## src/adc_port_pkg.sv

```systemverilog
// constants shared by the serial result port
package adc_port_pkg;
  localparam int          CLK_MHZ       = 125;
  localparam int          CONV_SLOW_US  = 4000;
  localparam int          CONV_FAST_US  = 1000;
  localparam int          CONV_SLOW_CYC = CONV_SLOW_US * CLK_MHZ;
  localparam int          CONV_FAST_CYC = CONV_FAST_US * CLK_MHZ;
  localparam int          RESULT_BITS   = 16;
  localparam int          CTRL_BITS     = 4;
  localparam int          BIT_KEY_HIGH  = 0;
  localparam int          BIT_KEY_LOW   = 1;
  localparam int          BIT_RATE      = 2;
  localparam int          BIT_REF_PD    = 3;
  localparam logic        RATE_RESET    = 1'b0;
  localparam logic        REF_PD_RESET  = 1'b0;
endpackage : adc_port_pkg

```

## src/conv_timer.sv

```systemverilog
// conversion interval timer
`timescale 1ns/10ps
`default_nettype none
module conv_timer #(
  parameter int SLOW_CYC = 500000,
  parameter int FAST_CYC = 125000
) (
  input  wire logic clk,    // core clock
  input  wire logic rstn,   // async reset, low
  input  wire logic start,  // restart a conversion
  input  wire logic fast,   // short conversion time
  output logic      done    // conversion complete
);
  logic [31:0] count;
  logic        running;

  always_ff @(posedge clk or negedge rstn) begin
    if (!rstn) begin
      count   <= 32'h0;
      running <= 1'b0;
      done    <= 1'b0;
    end else if (start) begin
      count   <= fast ? 32'(FAST_CYC - 1) : 32'(SLOW_CYC - 1);
      running <= 1'b1;
      done    <= 1'b0;
    end else if (running) begin
      if (count == 32'h0) begin
        running <= 1'b0;
        done    <= 1'b1;
      end else begin
        count <= count - 32'h1;
      end
    end
  end
endmodule : conv_timer
`default_nettype wire

```

## src/adc_serial_result_port.sv

```systemverilog
// serial control and result readout port of the converter
//
// Overview of operation
// rate 0: conversion takes 4 ms, within 3.2 to 4.8 ms.
// rate 1: conversion takes 1 ms, within 0.8 to 1.2 ms.
// output driver enabled while chip select is low.
// output high impedance while chip select is high.
// clock and data input ignored while chip select is high.
// data input carries rate and reference power-down settings, stored.
// next result bit presented after each falling clock edge.
// input bit captured on each rising clock edge; only the first four of a data phase are captured.
// result driven only in the data phase.
// four-bit word; settings taken only when key bits are 1 then 0.
// rate 0 gives 208sps, 1 gives 833sps; power-down after next conversion.
// sign bit first, then remaining bits most significant first.
// phase ends on sixteenth falling edge or chip select rise; new conversion.
// conversion timed by internal counter; data phase waits for it.
// reset clears settings and starts a fresh conversion.
`timescale 1ns/10ps
`default_nettype none
module adc_serial_result_port
  import adc_port_pkg::*;
#(
  parameter int SLOW_CYC = adc_port_pkg::CONV_SLOW_CYC,
  parameter int FAST_CYC = adc_port_pkg::CONV_FAST_CYC
) (
  input  wire logic        clk,          // 125 MHz core clock
  input  wire logic        rstn,         // power-on reset, low
  input  wire logic        cs_n,         // chip select pin, low active
  input  wire logic        sck,          // serial clock pin
  input  wire logic        sdi,          // serial data in pin
  input  wire logic [15:0] sample,       // conversion result from front end
  output logic             sdo,          // serial data out
  output logic             sdo_oe_n,     // output enable, low drives
  output logic             rate_select,  // 1 = fast rate
  output logic             reference_power_down, // ref sleep setting
  output logic             ref_off,      // reference currently off
  output logic             converting    // conversion in progress
);
  import adc_port_pkg::*;

  if (SLOW_CYC < 2 || FAST_CYC < 2) begin : g_bad_counts
    $error("conversion counts too small");
  end

  // ----------------------------------------------------------------
  // state
  // ----------------------------------------------------------------
  typedef enum logic [1:0] {
    ST_CONV = 2'b00,
    ST_NAP  = 2'b01,
    ST_DATA = 2'b10
  } phase_e;

  typedef struct packed {
    logic [1:0]  cs_s;
    logic [1:0]  sck_s;
    logic [1:0]  sdi_s;
    logic        sck_d;
    logic        cs_d;
    phase_e      phase;
    logic [15:0] shreg;
    logic [4:0]  nfall;
    logic [2:0]  nrise;
    logic [3:0]  cword;
    logic        rate;
    logic        refpd;
    logic        refoff;
    logic        start;
    logic        sdo;
    logic        oe_n;
    logic        conv;
  } state_s;

  state_s st, next_st;
  logic   conv_done;

  // ----------------------------------------------------------------
  // conversion timer
  // ----------------------------------------------------------------
  conv_timer #(
    .SLOW_CYC (SLOW_CYC),
    .FAST_CYC (FAST_CYC)
  ) u_timer (
    .clk   (clk),
    .rstn  (rstn),
    .start (st.start),
    .fast  (st.rate),
    .done  (conv_done)
  );

  // ----------------------------------------------------------------
  // edge detection on synchronised pins
  // ----------------------------------------------------------------
  logic cs_lo, sck_rise, sck_fall, cs_rise;
  assign cs_lo    = ~st.cs_s[1];
  assign sck_rise = st.sck_s[1] & ~st.sck_d;
  assign sck_fall = ~st.sck_s[1] & st.sck_d;
  assign cs_rise  = st.cs_s[1] & ~st.cs_d;

  // ----------------------------------------------------------------
  // next state
  // ----------------------------------------------------------------
  always_comb begin
    next_st       = st;
    next_st.cs_s  = {st.cs_s[0], cs_n};
    next_st.sck_s = {st.sck_s[0], sck};
    next_st.sdi_s = {st.sdi_s[0], sdi};
    next_st.sck_d = st.sck_s[1];
    next_st.cs_d  = st.cs_s[1];
    next_st.start = 1'b0;
    next_st.oe_n  = ~cs_lo;
    unique case (st.phase)
      ST_CONV: begin
        // done of the last conversion stays up until the timer sees start
        if (conv_done && !st.start) begin
          next_st.phase  = ST_NAP;
          next_st.refoff = st.refpd;
        end
      end
      ST_NAP: begin
        if (cs_lo) begin
          next_st.phase  = ST_DATA;
          next_st.refoff = 1'b0;
          next_st.shreg  = sample;
          next_st.sdo    = sample[RESULT_BITS-1];
          next_st.nfall  = 5'h0;
          next_st.nrise  = 3'h0;
        end
      end
      ST_DATA: begin
        if (cs_rise || !cs_lo) begin
          next_st.phase = ST_CONV;
          next_st.start = 1'b1;
        end else begin
          if (sck_rise && st.nrise < 3'(CTRL_BITS)) begin
            next_st.cword = {st.cword[2:0], st.sdi_s[1]};
            next_st.nrise = st.nrise + 3'h1;
            if (st.nrise == 3'(CTRL_BITS - 1) &&
                st.cword[2] == 1'b1 && st.cword[1] == 1'b0) begin
              next_st.rate  = st.cword[0];
              next_st.refpd = st.sdi_s[1];
            end
          end
          if (sck_fall) begin
            next_st.shreg = {st.shreg[14:0], 1'b0};
            next_st.sdo   = st.shreg[14];
            next_st.nfall = st.nfall + 5'h1;
            if (st.nfall == 5'(RESULT_BITS - 1)) begin
              next_st.phase = ST_CONV;
              next_st.start = 1'b1;
            end
          end
        end
      end
      default: next_st.phase = ST_CONV;
    endcase
    if (st.phase != ST_DATA) next_st.sdo = (st.phase == ST_NAP) ? next_st.sdo : 1'b0;
    next_st.conv = (next_st.phase == ST_CONV);
  end

  always_ff @(posedge clk or negedge rstn) begin
    if (!rstn) begin
      st       <= '0;
      st.cs_s  <= 2'b11;
      st.cs_d  <= 1'b1;
      st.oe_n  <= 1'b1;
      st.rate  <= RATE_RESET;
      st.refpd <= REF_PD_RESET;
      st.start <= 1'b1;
      st.phase <= ST_CONV;
      st.conv  <= 1'b1;
    end else begin
      st <= next_st;
    end
  end

  // ----------------------------------------------------------------
  // outputs, all straight from the state register
  // ----------------------------------------------------------------
  assign sdo                  = st.sdo;
  assign sdo_oe_n             = st.oe_n;
  assign rate_select          = st.rate;
  assign reference_power_down = st.refpd;
  assign ref_off              = st.refoff;
  assign converting           = st.conv;

  // ----------------------------------------------------------------
  // checks
  // ----------------------------------------------------------------
  a_oe_follows_cs: assert property (@(posedge clk) disable iff (!rstn)
    st.cs_s[1] |=> st.oe_n) else $error("sdo driven with cs high");
  a_oe_on_low: assert property (@(posedge clk) disable iff (!rstn)
    !st.cs_s[1] |=> !st.oe_n) else $error("sdo not driven with cs low");
  a_msb_first: assert property (@(posedge clk) disable iff (!rstn)
    (st.phase == ST_NAP && cs_lo) |=> st.sdo == $past(sample[15]))
    else $error("sign bit not first");
  a_cs_abort: assert property (@(posedge clk) disable iff (!rstn)
    (st.phase == ST_DATA && cs_rise) |=> st.phase == ST_CONV && st.start)
    else $error("abort missed");
  a_wait_timer: assert property (@(posedge clk) disable iff (!rstn)
    (st.phase == ST_CONV && !conv_done) |=> st.phase == ST_CONV)
    else $error("left conversion early");
  a_fresh_conv: assert property (@(posedge clk) disable iff (!rstn)
    st.start |=> st.phase == ST_CONV)
    else $error("stale timer result ended conversion");
  a_ignore_cs_hi: assert property (@(posedge clk) disable iff (!rstn)
    (st.phase != ST_DATA) |=> $stable(st.rate) && $stable(st.refpd))
    else $error("setting changed outside data phase");
  a_key_guard: assert property (@(posedge clk) disable iff (!rstn)
    (st.phase == ST_DATA && cs_lo && sck_rise && st.nrise == 3'h3 && !(st.cword[2] && !st.cword[1]))
    |=> $stable(st.rate) && $stable(st.refpd)) else $error("settings taken without key");
  a_shift_fall: assert property (@(posedge clk) disable iff (!rstn)
    (st.phase == ST_DATA && cs_lo && !cs_rise && sck_fall)
    |=> st.sdo == $past(st.shreg[14])) else $error("bad shift");
  a_quiet_conv: assert property (@(posedge clk) disable iff (!rstn)
    (st.phase == ST_CONV) |=> (st.phase != ST_CONV || !st.sdo))
    else $error("data during conversion");
  c_read_done: cover property (@(posedge clk) st.phase == ST_DATA && st.nfall == 5'd15 && sck_fall);
  c_abort:     cover property (@(posedge clk) st.phase == ST_DATA && cs_rise);
  c_program:   cover property (@(posedge clk) st.phase == ST_DATA && st.nrise == 3'd4);
  c_fast_conv: cover property (@(posedge clk) st.phase == ST_CONV && st.rate && conv_done);
  c_ref_sleep: cover property (@(posedge clk) st.phase == ST_NAP && st.refoff);
endmodule : adc_serial_result_port
`default_nettype wire

```

## config.mk

```make
export PLATFORM = sky130hd
export DESIGN_NAME = adc_serial_result_port
export DESIGN_NICKNAME = d
export VERILOG_FILES = /design/src/adc_port_pkg.sv /design/src/conv_timer.sv /design/src/adc_serial_result_port.sv
export SDC_FILE = /design/constraint.sdc
export NUM_CORES = 1
export LEC_CHECK = 0
export BUFFER_PORTS_ARGS = -buffer_cell sky130_fd_sc_hd__buf_2
export CORE_MARGIN = 10
export CORE_UTILIZATION = 52
export DETAILED_ROUTE_END_ITERATION = 7
export HOLD_SLACK_MARGIN = 0.06
export MAX_ROUTING_LAYER = met4
export PLACE_DENSITY_LB_ADDON = 0.12
export SLEW_MARGIN = 10
export SYNTH_ARGS = -nofsm -noshare
export SYNTH_HDL_FRONTEND = slang
export SYNTH_HIERARCHICAL = 1
export SYNTH_SLANG_ARGS = --single-unit
```

## constraint.sdc

```tcl
create_clock -name clk -period 7.7 [get_ports clk]
set_input_delay 0.385 -clock clk [delete_from_list [all_inputs] [get_ports clk]]
set_output_delay 0.385 -clock clk [all_outputs]
set_load 0.1 [all_outputs]
```

# Word-level counts from Yosys, hierarchy flattened
# Index checks and enable logic that the tools add are counted.
# W data, S select, Z words.
[totals]
ramBits = 0
out_inout_bits = 6
latchBits = 0
rom_bits = 0
word_cells = 94
regBits = 77
n_memories = 0
inputBits = 21
[classes]
n_mul = 0
div = 0
bitwise = 8
n_eq_ne = 11
n_lt_le_gt_ge = 1
muxes = 32
reduce_logical = 20
shifts = 0
n_addsub = 3
[op_table]
columns = ["cell", "count"]
rows = [
  ["$mux W32", 3],
  ["$pmux W23 S2", 1],
  ["$logic_not A32 Y1", 1],
  ["$sub A32 B1 Y32 const B", 1],
  ["$mux W29", 1],
  ["$mux W26", 1],
  ["$mux W23", 1],
  ["$mux W19", 1],
  ["$mux W1", 15],
  ["$ne A2 B2 Y1 const B", 7],
  ["$reduce_and A4 Y1", 3],
  ["$mux W2", 5],
  ["$mux W9", 1],
  ["$reduce_bool A2 Y1", 4],
  ["$pmux W2 S3", 1],
  ["$reduce_and A3 Y1", 2],
  ["$add A5 B1 Y5 const B", 1],
  ["$eq A5 B4 Y1 const B", 1],
  ["$not A1 Y1", 5],
  ["$logic_and A1 B1 Y1", 4],
  ["$logic_not A2 Y1", 2],
  ["$pmux W1 S2", 2],
  ["$reduce_and A2 Y1", 2],
  ["$add A3 B1 Y3 const B", 1],
  ["other kinds (7)", 9],
]

# Logic depth before layout (Yosys ltp)
# Gate-level depths: netlist of run 1.
[logic_depth]
depth_word = 7
mapped_depth = 9
mapped_depth_nobuf = 7

# By module
# Netlist of run 1, hierarchy kept.
[modules_own_cells]
columns = ["mod", "cells_per_inst", "area_each_um2", "instances", "seq_area_each_um2"]
rows = [
  ["conv_timer", 211, 1943.1, 1, 850.8],
  ["adc_serial_result_port", 168, 1910.6, 1, 1057.3],
]

# Worst setup path before layout of run 1
# OpenSTA, ideal clock, no wires.
[synth_timing]
kind = "reg-to-reg"
from = "register u_timer.count[14]"
to = "register u_timer.count[29]"
setup_ps = 125
setup_slack_ps = 5063
stages_incl_launch_ff = 7
arrival_ps = 2512
required_ps = 7575
period_less_slack_ps = 2637
cell_sequence = "dfrtp_1 or4_1 or2_1 buf_2 or4_4 nor4b_1 mux2_2"
[synth_between]
elab_chain_len = 4
word_cells_on_any_way = 7
cone_classes = "1 x add/sub; 1 x eq/ne; 3 x mux; 2 x reduce/logical"
[synth_rtl]
columns = ["element", "line", "text"]
rows = [
  ["start: declaration", "conv_timer.sv:14", "logic [31:0] count;"],
  ["start signal: assignment", "conv_timer.sv:23", "count <= fast ? 32'(FAST_CYC - 1) : 32'(SLOW_CYC - 1);"],
  ["start signal: assignment", "conv_timer.sv:31", "count <= count - 32'h1;"],
  ["$sub A32 B1 Y32", "conv_timer.sv:31", ""],
  ["$mux W32", "conv_timer.sv:27", "if (count == 32'h0) begin"],
  ["$mux W32", "conv_timer.sv:26", "end else if (running) begin"],
  ["$mux W32", "conv_timer.sv:22", "end else if (start) begin"],
]
# Parallel ways exist; a longest one is shown, timed or not. The select of a mux whose other input is x is not followed.
# A chain may end at the register's enable or synchronous reset.

# Final worst setup path of run 1
[layout_timing]
from = "register u_timer.count[0]"
to = "register u_timer.count[26]"
# The elaborated chain is that of the path after synthesis.

==> results of run 1 <==
## cell usage after synthesis (3+ instances only)
library cell   n
dfstp_2        5
nand2b_1       7
nand2_1       17
nor2_1        29
inv_1         24
mux2i_1        6
a22oi_1       16
o31ai_1       11
nand3b_1       5
mux2_4         3
ha_1           9
or3_1          8
mux2_2         7
buf_2          9
and3_1         3
o22ai_1        3
o31a_1         3
nor3_1         5
o21ai_0       24
buf_6          3
or4_1         15
nor2b_1        9
nor4_1         9
a21oi_1       18
clkbuf_1       6
dfrtp_1       71
nand3_1        6
o21a_1         3
nand4_1        4
## cells by family after synthesis
group	after synthesis
flops	76
simple gates	138
fa+ha+maj	9
buf+inv	45
compound gates	92
mux	17
xor+xnor	2
## per-stage QoR
| step | hold slack, ns | cells | utilization [%] |
|---|---|---|---|
| after floorplan | 0.0894 | 379 | - |
| after global placement | 0.333 | 485 | 55.6 |
| after detailed placement | 0.336 | 485 | 55.6 |
| after CTS | 0.115 | 501 | 58.3 |
| after global routing | 0.108 | 501 | 58.3 |
| final | 0.132 | 501 | 58.3 |
## critical path: stages, from the launching register on
cell	delay, ns
dfrtp_1	0.39
inv_1	0.08
ha_1	0.20
nor4bb_2	0.70
nor3b_1	0.45
o31ai_1	0.13
buf_4	0.20
nor4_1	0.21
mux2_2	0.37
## final cells by class
cell class,count,area share [%]
clock inverters,6,1.52
clock buffers,10,3.03
multi-input cells,258,41.5
well taps,99,2.94
repair buffers,28,3.51
flip-flops and latches,76,45.3
inverters,24,2.14
## per-layer routing
| layer | share of wire, % | global-route usage, % | routed length (microns) |
|---|---|---|---|
| met1 | 45 | 15.8 | 3440 |
| met2 | 51 | 24.2 | 3850 |
| met3 | 3.6 | 4.17 | 271 |
| met4 | 0.58 | 3.77 | 44 |
| met5 | 0 | - | 0 |
## flip-flops by register name, summed over array words and instances, names as in the netlist
signal	flops
st	31
converting	1
sdo_oe_n	1
u_timer/done	1
rate_select	1
u_timer/count	32
u_timer/running	1
reference_power_down	1
sdo	1
next_st	5
ref_off	1
## worst paths after layout
check	endpoint	start	depth (start not counted)	slack [ns]
max	u_timer/count[26]$_DFFE_PN0P_	u_timer/count[0]$_DFFE_PN0P_	8	4.86
min in group asynchronous	u_timer/count[5]$_DFFE_PN0P_	rstn	1	0.19
min	next_st[44]$_DFF_PN1_	cs_n	1	0.13
min reg2reg	next_st[38]$_DFF_PN0_	next_st[42]$_DFF_PN0_	0	0.35
max reg2reg	u_timer/count[26]$_DFFE_PN0P_	u_timer/count[0]$_DFFE_PN0P_	8	4.86
max in group asynchronous	st[28]$_DFFE_PN0P_	rstn	1	6.92
## power by group through the flow
stage | clock, mW | combinational (mW) | sequential, mW
final | 0.299 | 0.0157 | 0.404
after global routing | 0.324 | 0.0181 | 0.404
after CTS | 0.308 | 0.0165 | 0.404
after detailed placement | 0 | 0.0166 | 0.412
after global placement | 0 | 0.0165 | 0.412
after floorplan | 0 | 0.00186 | 0.413
==> impl_metrics.yaml, run 1 <==
layout:
  final.fill_count: 645
  syn_to_final_growth_pct: 9.22
  layout_commonest_cell: "dfrtp_1"
  final_cell_mix: "dfrtp_1, nor2_1, buf_2"
  n_antenna_cell: 0
  drive_above_1_share_pct: 16.9
  multi_input_area_sq_um: 1750
  stdcell_area_sq_um: 4210
  nNetsFinal: 427
  ff_latch_area_sq_um: 1910
synthesis:
  syn_nets: 409
  synthTopCellsByArea: "dfrtp_1, dfstp_2, o21ai_0"
  ys_async_sr_fraction_pct: 100
  yosysTopAreaCell: "dfrtp_1"
  yosys.area_share.adder_pct: 2.92
  synth-simple-area-share_pct: 21.3
  syn_inst: 379
  synth-xor-area-share_pct: 0.455
  ys_ff_latch: 76
  synth_edf_count: 0
  ys.flop_type: "dfrtp_1"
  synthesis.area_sq_um: 3850
  synth_top_family_by_area: "simple AND/OR/NAND/NOR gates"
  synth_top_area_share_pct: 46.1
  yosysSeqAreaShare_pct: 49.5
  syn_area_per_cell_sq_um: 10.2
  synthDistinctLibCells: 61
  synth_mux_area_share_pct: 5.06
  yosysWarningCount: 6
  synth-compound-area-share_pct: 15.5
pwr:
  clkPwrFrac_pct: 41.6
  p_sw_share_pct: 22.6
  power_frac_seq_pct: 56.2
  p_int_uw: 556
  power_uw: 718
  switching_power_uw: 162
  combPwrFrac_pct: 2.2
  p_leak_nw: 2.01
  ir_worst_vdd_mv: 0.115
  power_density_nw_per_um2: 171
grt:
  antenna_found_initial: 0
  grt_max_degree: 77
  grt_pass1_vias: 2845
  track_usage_pct: 14.1
  grt-ovfl-total: 0
  grt_pass1_wl_microns: 13000
place:
  place_area_sq_um: 4010
  place_ws_ns: 4.60
  dp.final_hpwl_microns: 5230
  io_buffers: 26
  place.gp.congestion: 0.777
timing:
  fmax_mhz: 352
  period_needed_ns: 2.84
  period_share_pct: 36.9
  hold_viol: 0
  worstMarginPinSlew_ns: 0.933
  drv_slew: 0
  fin_ws_ns: 4.86
  rsz0062_at_grt: "no"
  tns_ns: 0
  slew_headroom_pct: 37.5
  fin_skew_ns: 0.00748
  setup_violations: 0
clock_network:
  cts_buffer_depth: 2
  clock-root-buffer: "clkbuf_8"
  cts_tree: "yes"
  cts_hold_buf: 0
  cts_resized: 0
  clk_latency_ns: 0.34
  path_clk_slew_ns: 0.08
  htreeDepth: 3
  cts_buffers: 9
  post_cts_buffers: 0
  cts.sinks: 76
drt:
  dr.pass1.iters: 4
  drc: 0
  antenna_left: 0
  drt-total-wl_microns: 7610
  routed_via_density: 5.80
  drtIter0Drc: 91
  wl_per_cell_microns: 15.2
  vias: 2908
floorplanning:
  start_util_pct: 53.4
  coreArea_sq_um: 7210
  fp.dieH_microns: 106
  rows: 31
  ios: 27
  die_area_sq_um: 11300
  fp.dieW_microns: 106
setup_path:
  start_kind: "flip-flop"
  cp.arrival_ns: 3.06
  crit_fanout: 14
  worstSetupEndpointType: "flip-flop"
  path_class: "reg2reg"
  crit_required_ns: 7.93
run_status:
  outcome: "finished clean"
min_path:
  hold_path_class: "in2reg"
flow_run:
  maxCapViolations: 0
Power figures use the tool's default switching activity.
==> inputs of run 2 (changes only) <==
--- a/config.mk
+++ b/config.mk
@@ -5,6 +5,7 @@
 export SDC_FILE = /design/constraint.sdc
 export NUM_CORES = 1
 export LEC_CHECK = 0
+export ABC_AREA = 1
 export BUFFER_PORTS_ARGS = -buffer_cell sky130_fd_sc_hd__buf_2
 export CORE_MARGIN = 10
 export CORE_UTILIZATION = 52
==> constraint.sdc (replaced) <==
create_clock -name clk -period 2.35 [get_ports clk]
set_input_delay 0.1175 -clock clk [delete_from_list [all_inputs] [get_ports clk]]
set_output_delay 0.1175 -clock clk [all_outputs]
set_load 0.1 [all_outputs]
==> impl_metrics.yaml, run 2 <==
drt:
  drtIter0Drc: 156
  drc: 0
  antenna_left: 0
  routed_via_density: 5.21
  wl_per_cell_microns: 14.2
  drt-total-wl_microns: 10400
  dr.pass1.iters: 4
  vias: 3803
pwr:
  power_frac_seq_pct: 52.5
  p_leak_nw: 2.60
  p_int_mw: 1.96
  clkPwrFrac_pct: 43.7
  combPwrFrac_pct: 3.8
  p_sw_share_pct: 22.2
  power_density_nw_per_um2: 498
  switching_power_uw: 559
  ir_worst_vdd_mv: 0.381
  power_mw: 2.52
synthesis:
  ys_async_sr_fraction_pct: 100
  syn_inst: 575
  syn_nets: 605
  synth_edf_count: 0
  yosysSeqAreaShare_pct: 42.4
  yosysMostFrequentCell: "nand2_1"
  synthesis.area_sq_um: 4500
  yosysTopAreaCell: "dfrtp_1"
  syn_area_per_cell_sq_um: 7.82
  synthTopCellsByArea: "dfrtp_1, nand2_1, nor2_1"
  synthDistinctLibCells: 36
  ys.flop_type: "dfrtp_1"
  synth_top_area_share_pct: 39.5
  yosysWarningCount: 6
  synth_commonest_cells: "nand2_1, nor2_1, dfrtp_1"
  ys_ff_latch: 76
place:
  place.gp.congestion: 0.914
  dpl.cell_count: 695
  place_ws_ns: 0.361
  io_buffers: 26
  dp.final_hpwl_microns: 7270
  place_area_sq_um: 4650
floorplanning:
  fp.dieW_microns: 113
  start_util_pct: 54.2
  rows: 33
  coreArea_sq_um: 8300
  fp.dieH_microns: 113
  die_area_sq_um: 12800
  ios: 27
timing:
  period_share_pct: 84.4
  worstMarginPinSlew_ns: 0.649
  slew_headroom_pct: 56.7
  fin_ws_ns: 0.367
  drv_slew: 0
  fin_skew_ns: 0.0137
  tns_ns: 0
  setup_violations: 0
  period_needed_ns: 1.98
  hold_viol: 0
  fmax_mhz: 504
  rsz0062_at_grt: "no"
clock_network:
  post_cts_buffers: 0
  clock-root-buffer: "clkbuf_8"
  cts_tree: "yes"
  cts.sinks: 76
  clk_latency_ns: 0.35
  path_clk_slew_ns: 0.08
  cts_buffer_depth: 2
  htreeDepth: 3
  cts_buffers: 9
grt:
  grt_max_degree: 51
  grt-ovfl-total: 0
  antenna_found_initial: 0
  grt_pass1_wl_microns: 17800
  grt_pass1_vias: 3814
  track_usage_pct: 17.2
layout:
  multi_input_area_sq_um: 2210
  finalNonFillerCells: 730
  drive_above_1_share_pct: 18.2
  stdcell_area_sq_um: 5060
  ff_latch_area_sq_um: 1910
  final_cell_mix: "nand2_1, nor2_1, dfrtp_1"
  regMostFlops: "u_timer/count"
  syn_to_final_growth_pct: 12.4
  layout_commonest_cell: "nand2_1"
  largest_reg_flops: 32
  n_antenna_cell: 0
  final.fill_count: 739
  nNetsFinal: 650
setup_path:
  path_class: "reg2reg"
  crit_buf_inv: 2
  crit_required_ns: 2.64
  start_kind: "flip-flop"
  cp.arrival_ns: 2.27
  crit_family: "simple AND/OR/NAND/NOR gates"
  crit_fanout: 22
  cpPeakStageDelay_ns: 0.38
  critPathSlowestCell: "dfrtp_1"
  path_cells: "inv_1 > ha_1 > nand2_4 > nor2_8 > nand2_4 > o21ai_4 > nand2_4 > inv_6 > nand2_1 > nand2_1"
  cp_common_cell: "nand2_4"
  worstSetupEndpointType: "flip-flop"
run_status:
  outcome: "finished clean"
flow_run:
  maxCapViolations: 0
min_path:
  hold_path_class: "in2reg"
run 2: changes by cell type in the layout (fill, tap and decap cells not counted), moves of 11 or more:
cell	change
nor2_1	+44
nand3_2	+14
a21oi_1	-12
nand3_1	+35
nand2_2	+22
inv_1	+28
o21ai_1	+11
nand2_1	+156
a22oi_1	-16
dlygate4sd3_1	+19
or4_1	-15
nand4_1	+19
run 2: cell families (layout without fill, tap and decap cells):
| kind of cell | count (synthesis) | in the layout | share of synthesized area [%] |
|---|---|---|---|
| DFF | 76 | 76 | 42.4 |
| adders and majority gates | 9 | 9 | 2.50 |
| buffers and inverters | 71 | 121 | 8.34 |
| AOI/OAI and AO/OA | 46 | 46 | 6.09 |
| xor gates and xnor gates | 5 | 5 | 0.974 |
| and+or+nand+nor | 368 | 368 | 39.7 |
run 2: power by group through the flow:
stage	Clock [mW]	Combinational (mW)	Sequential, mW
2_1_floorplan	0	0.0131	1.35
3_3_place_gp	0	0.0710	1.35
3_5_place_dp	0	0.0718	1.35
4_1_cts	1.14	0.0961	1.32
5_1_grt	1.19	0.107	1.32
6_report	1.10	0.0953	1.32
run 2: metrics by stage:
step / util [%] / hold slack [ns]
2_1_floorplan: - / -0.178
3_3_place_gp: 56.0 / 0.191
3_5_place_dp: 56.0 / 0.195
4_1_cts: 60.9 / 0.125
5_1_grt: 60.9 / 0.186
6_report: 60.9 / 0.140
run 2: tightest hold or removal path: cells and delay by family:
kind | cells | cell delay (ns)
simple gates | 3 | 0.16
buf+inv | 1 | 0.10
compound gates | 1 | 0.06
run 2: path summary, 6_finish.rpt:
path,from,end,slack [ns],cells after the start
worst max register to register,u_timer/count[0]$_DFFE_PN0P_,u_timer/count[13]$_DFFE_PN0P_,0.37,10
min in group asynchronous,rstn,u_timer/count[4]$_DFFE_PN0P_,0.35,2
worst min register to register,next_st[40]$_DFF_PN0_,st[40]$_DFF_PN0_,0.35,0
worst max-delay path,u_timer/count[0]$_DFFE_PN0P_,u_timer/count[13]$_DFFE_PN0P_,0.37,10
max in group asynchronous,rstn,u_timer/count[12]$_DFFE_PN0P_,1.42,3
worst min-delay path,sample[15],sdo$_DFF_PN0_,0.14,5
run 2: area by class of cell:
| class | instances | share of cell area (%) |
|---|---|---|
| clock buffer | 10 | 2.52 |
| multi-input combinational | 428 | 43.8 |
| sequential | 76 | 37.7 |
| tap | 105 | 2.60 |
| timing repair buffer | 49 | 7.23 |
| inverter | 56 | 4.36 |
| clock inverter | 6 | 1.76 |
run 2: routing by layer:
layer	vias up	track usage (%)	routed length, microns
met5	-	-	0
met2	71	28.8	5200
met1	1799	20.3	4580
met3	18	2.64	349
met4	0	6.68	219
li1	1915	-	-
run 2: timing repair:
action | 4_1_cts | 5_1_grt
hold buffers | 19 | 0
endpoints found under the hold margin | 62 | 0
resized for setup | 0 | 0
==> inputs of run 3 (changes only) <==
==> constraint.sdc (replaced) <==
create_clock -name clk -period 1.9 [get_ports clk]
set_input_delay 0.095 -clock clk [delete_from_list [all_inputs] [get_ports clk]]
set_output_delay 0.095 -clock clk [all_outputs]
set_load 0.1 [all_outputs]
==> impl_metrics.yaml, run 3 (synthesis gave the netlist of run 2 again) <==
run_status:
  outcome: "finished clean"
setup_path:
  worstSetupEndpointType: "flip-flop"
  reg2regPathDepth: 9
  setup.worst_path.end: "u_timer/count[3]$_DFFE_PN0P_"
  crit_required_ns: 2.14
  cp.arrival_ns: 2.05
  crit-reg2reg-launch: "u_timer/count[28]$_DFFE_PN0P_"
  path_class: "reg2reg"
  start_kind: "flip-flop"
  regToRegSetupSlack_ns: 0.09
  crit_fanout: 12
  startpoint: "u_timer/count[28]$_DFFE_PN0P_"
  r2r_end: "u_timer/count[3]$_DFFE_PN0P_"
layout:
  final.fill_count: 706
  layout_commonest_cell: "nand2_1"
  drive_above_1_share_pct: 21.8
  largest_reg_flops: 32
  final_core_util_pct: 63.1
  regMostFlops: "u_timer/count"
  final_cell_mix: "nand2_1, dfrtp_1, nor2_1"
  nNetsFinal: 667
  syn_to_final_growth_pct: 16.4
drt:
  drtIter0Drc: 161
  drc: 0
  drt-total-wl_microns: 10600
  antenna_left: 0
  routed_via_density: 5.17
  wl_per_cell_microns: 14.2
  vias: 3868
  dr.pass1.iters: 4
pwr:
  p_leak_nw: 2.71
  ir_worst_vdd_mv: 0.435
  power_density_nw_per_um2: 612
grt:
  grt_pass1_vias: 3955
  grt-ovfl-total: 0
  grt_pass1_wl_microns: 18200
  antenna_found_initial: 1
  grt_max_degree: 46
  track_usage_pct: 17.5
timing:
  fin_skew_ns: 0.0110
  tns_ns: 0
  setup_violations: 0
  period_needed_ns: 1.81
  worstMarginPinSlew_ns: 0.603
  period_share_pct: 95.1
  drv_slew: 0
  slew_headroom_pct: 59.8
  hold_viol: 0
  fmax_mhz: 554
clock_network:
  htreeDepth: 3
  cts_buffers: 9
  clk_latency_ns: 0.36
  cts_buffer_depth: 2
  cts.sinks: 76
  path_clk_slew_ns: 0.08
  clock-root-buffer: "clkbuf_8"
  cts_tree: "yes"
  post_cts_buffers: 0
place:
  io_buffers: 26
  place.gp.congestion: 0.966
  dp.final_hpwl_microns: 7570
floorplanning:
  rows: 33
  start_util_pct: 54.2
  die_area_sq_um: 12800
  coreArea_sq_um: 8300
  ios: 27
  fp.dieW_microns: 113
  fp.dieH_microns: 113
min_path:
  hold_path_class: "in2reg"
  hold_depth: 5
flow_run:
  maxCapViolations: 0
==> run 3: cell type report <==
class | count | area, sq um | area share, %
Clock buffer | 10 | 138 | 2.63
Timing Repair Buffer | 66 | 493 | 9.42
Tap cell | 105 | 131 | 2.51
Clock inverter | 6 | 93.8 | 1.79
Multi-Input combinational cell | 428 | 2240 | 42.8
Inverter | 56 | 228 | 4.35
Sequential cell | 76 | 1910 | 36.5
Antenna cell | 1 | 2.50 | 0.0478
==> run 3: report_power, final <==
group          leakage, nW  switching (mW)  internal (mW)
registers            0.955         0.00597           1.63
clock network        0.113           0.661          0.788
logic                 1.64          0.0686         0.0516
total                 2.71           0.735           2.47
==> run 3: through the flow <==
stage | total power, mW | setup WS (ns) | hold WS, ns | instances | area, sq um
after floorplan | 1.69 | 0.236 | -0.201 | 575 | 4500
after global placement | 1.76 | 0.125 | 0.138 | 712 | 4780
after detailed placement | 1.76 | 0.110 | 0.144 | 712 | 4780
after CTS | 3.24 | 0.0804 | 0.0862 | 747 | 5200
after global routing | 3.30 | -0.00214 | 0.114 | 748 | 5230
final | 3.20 | 0.0936 | 0.0974 | 748 | 5230
==> run 3: metal layers <==
| layer | GRT usage, % | vias to the layer above | wire length, microns |
|---|---|---|---|
| li1 | - | 1958 | - |
| met5 | - | - | 0 |
| met1 | 20.4 | 1804 | 4670 |
| met3 | 3.01 | 19 | 412 |
| met2 | 29.5 | 87 | 5310 |
| met4 | 6.68 | 0 | 196 |
==> run 3: how the worst min path moves through the flow <==
stage / startpoint / endpoint / slack, ns
floorplan: rstn / next_st[38]$_DFF_PN0_ / -0.20
global placement: rstn / u_timer/count[1]$_DFFE_PN0P_ / 0.14
detailed placement: rstn / u_timer/count[1]$_DFFE_PN0P_ / 0.14
CTS: sample[15] / sdo$_DFF_PN0_ / 0.09
global route: sample[15] / sdo$_DFF_PN0_ / 0.11
finish: sample[15] / sdo$_DFF_PN0_ / 0.1
==> run 3: critical path, stage by stage, from the launching register on <==
cell,delay [ns]
dfrtp_1,0.48
nor2_1,0.20
nand2_1,0.11
nor2_4,0.13
nand2_4,0.06
o21ai_4,0.21
nand2_4,0.15
buf_4,0.23
nand2_1,0.07
o21ai_1,0.05
==> run 3: timing repair <==
| action | 4_1_cts | 5_1_grt |
|---|---|---|
| endpoints found under the setup margin | 0 | 31 |
| hold buffers | 19 | 0 |
| resized for setup | 0 | 11 |
| endpoints found under the hold margin | 56 | 0 |
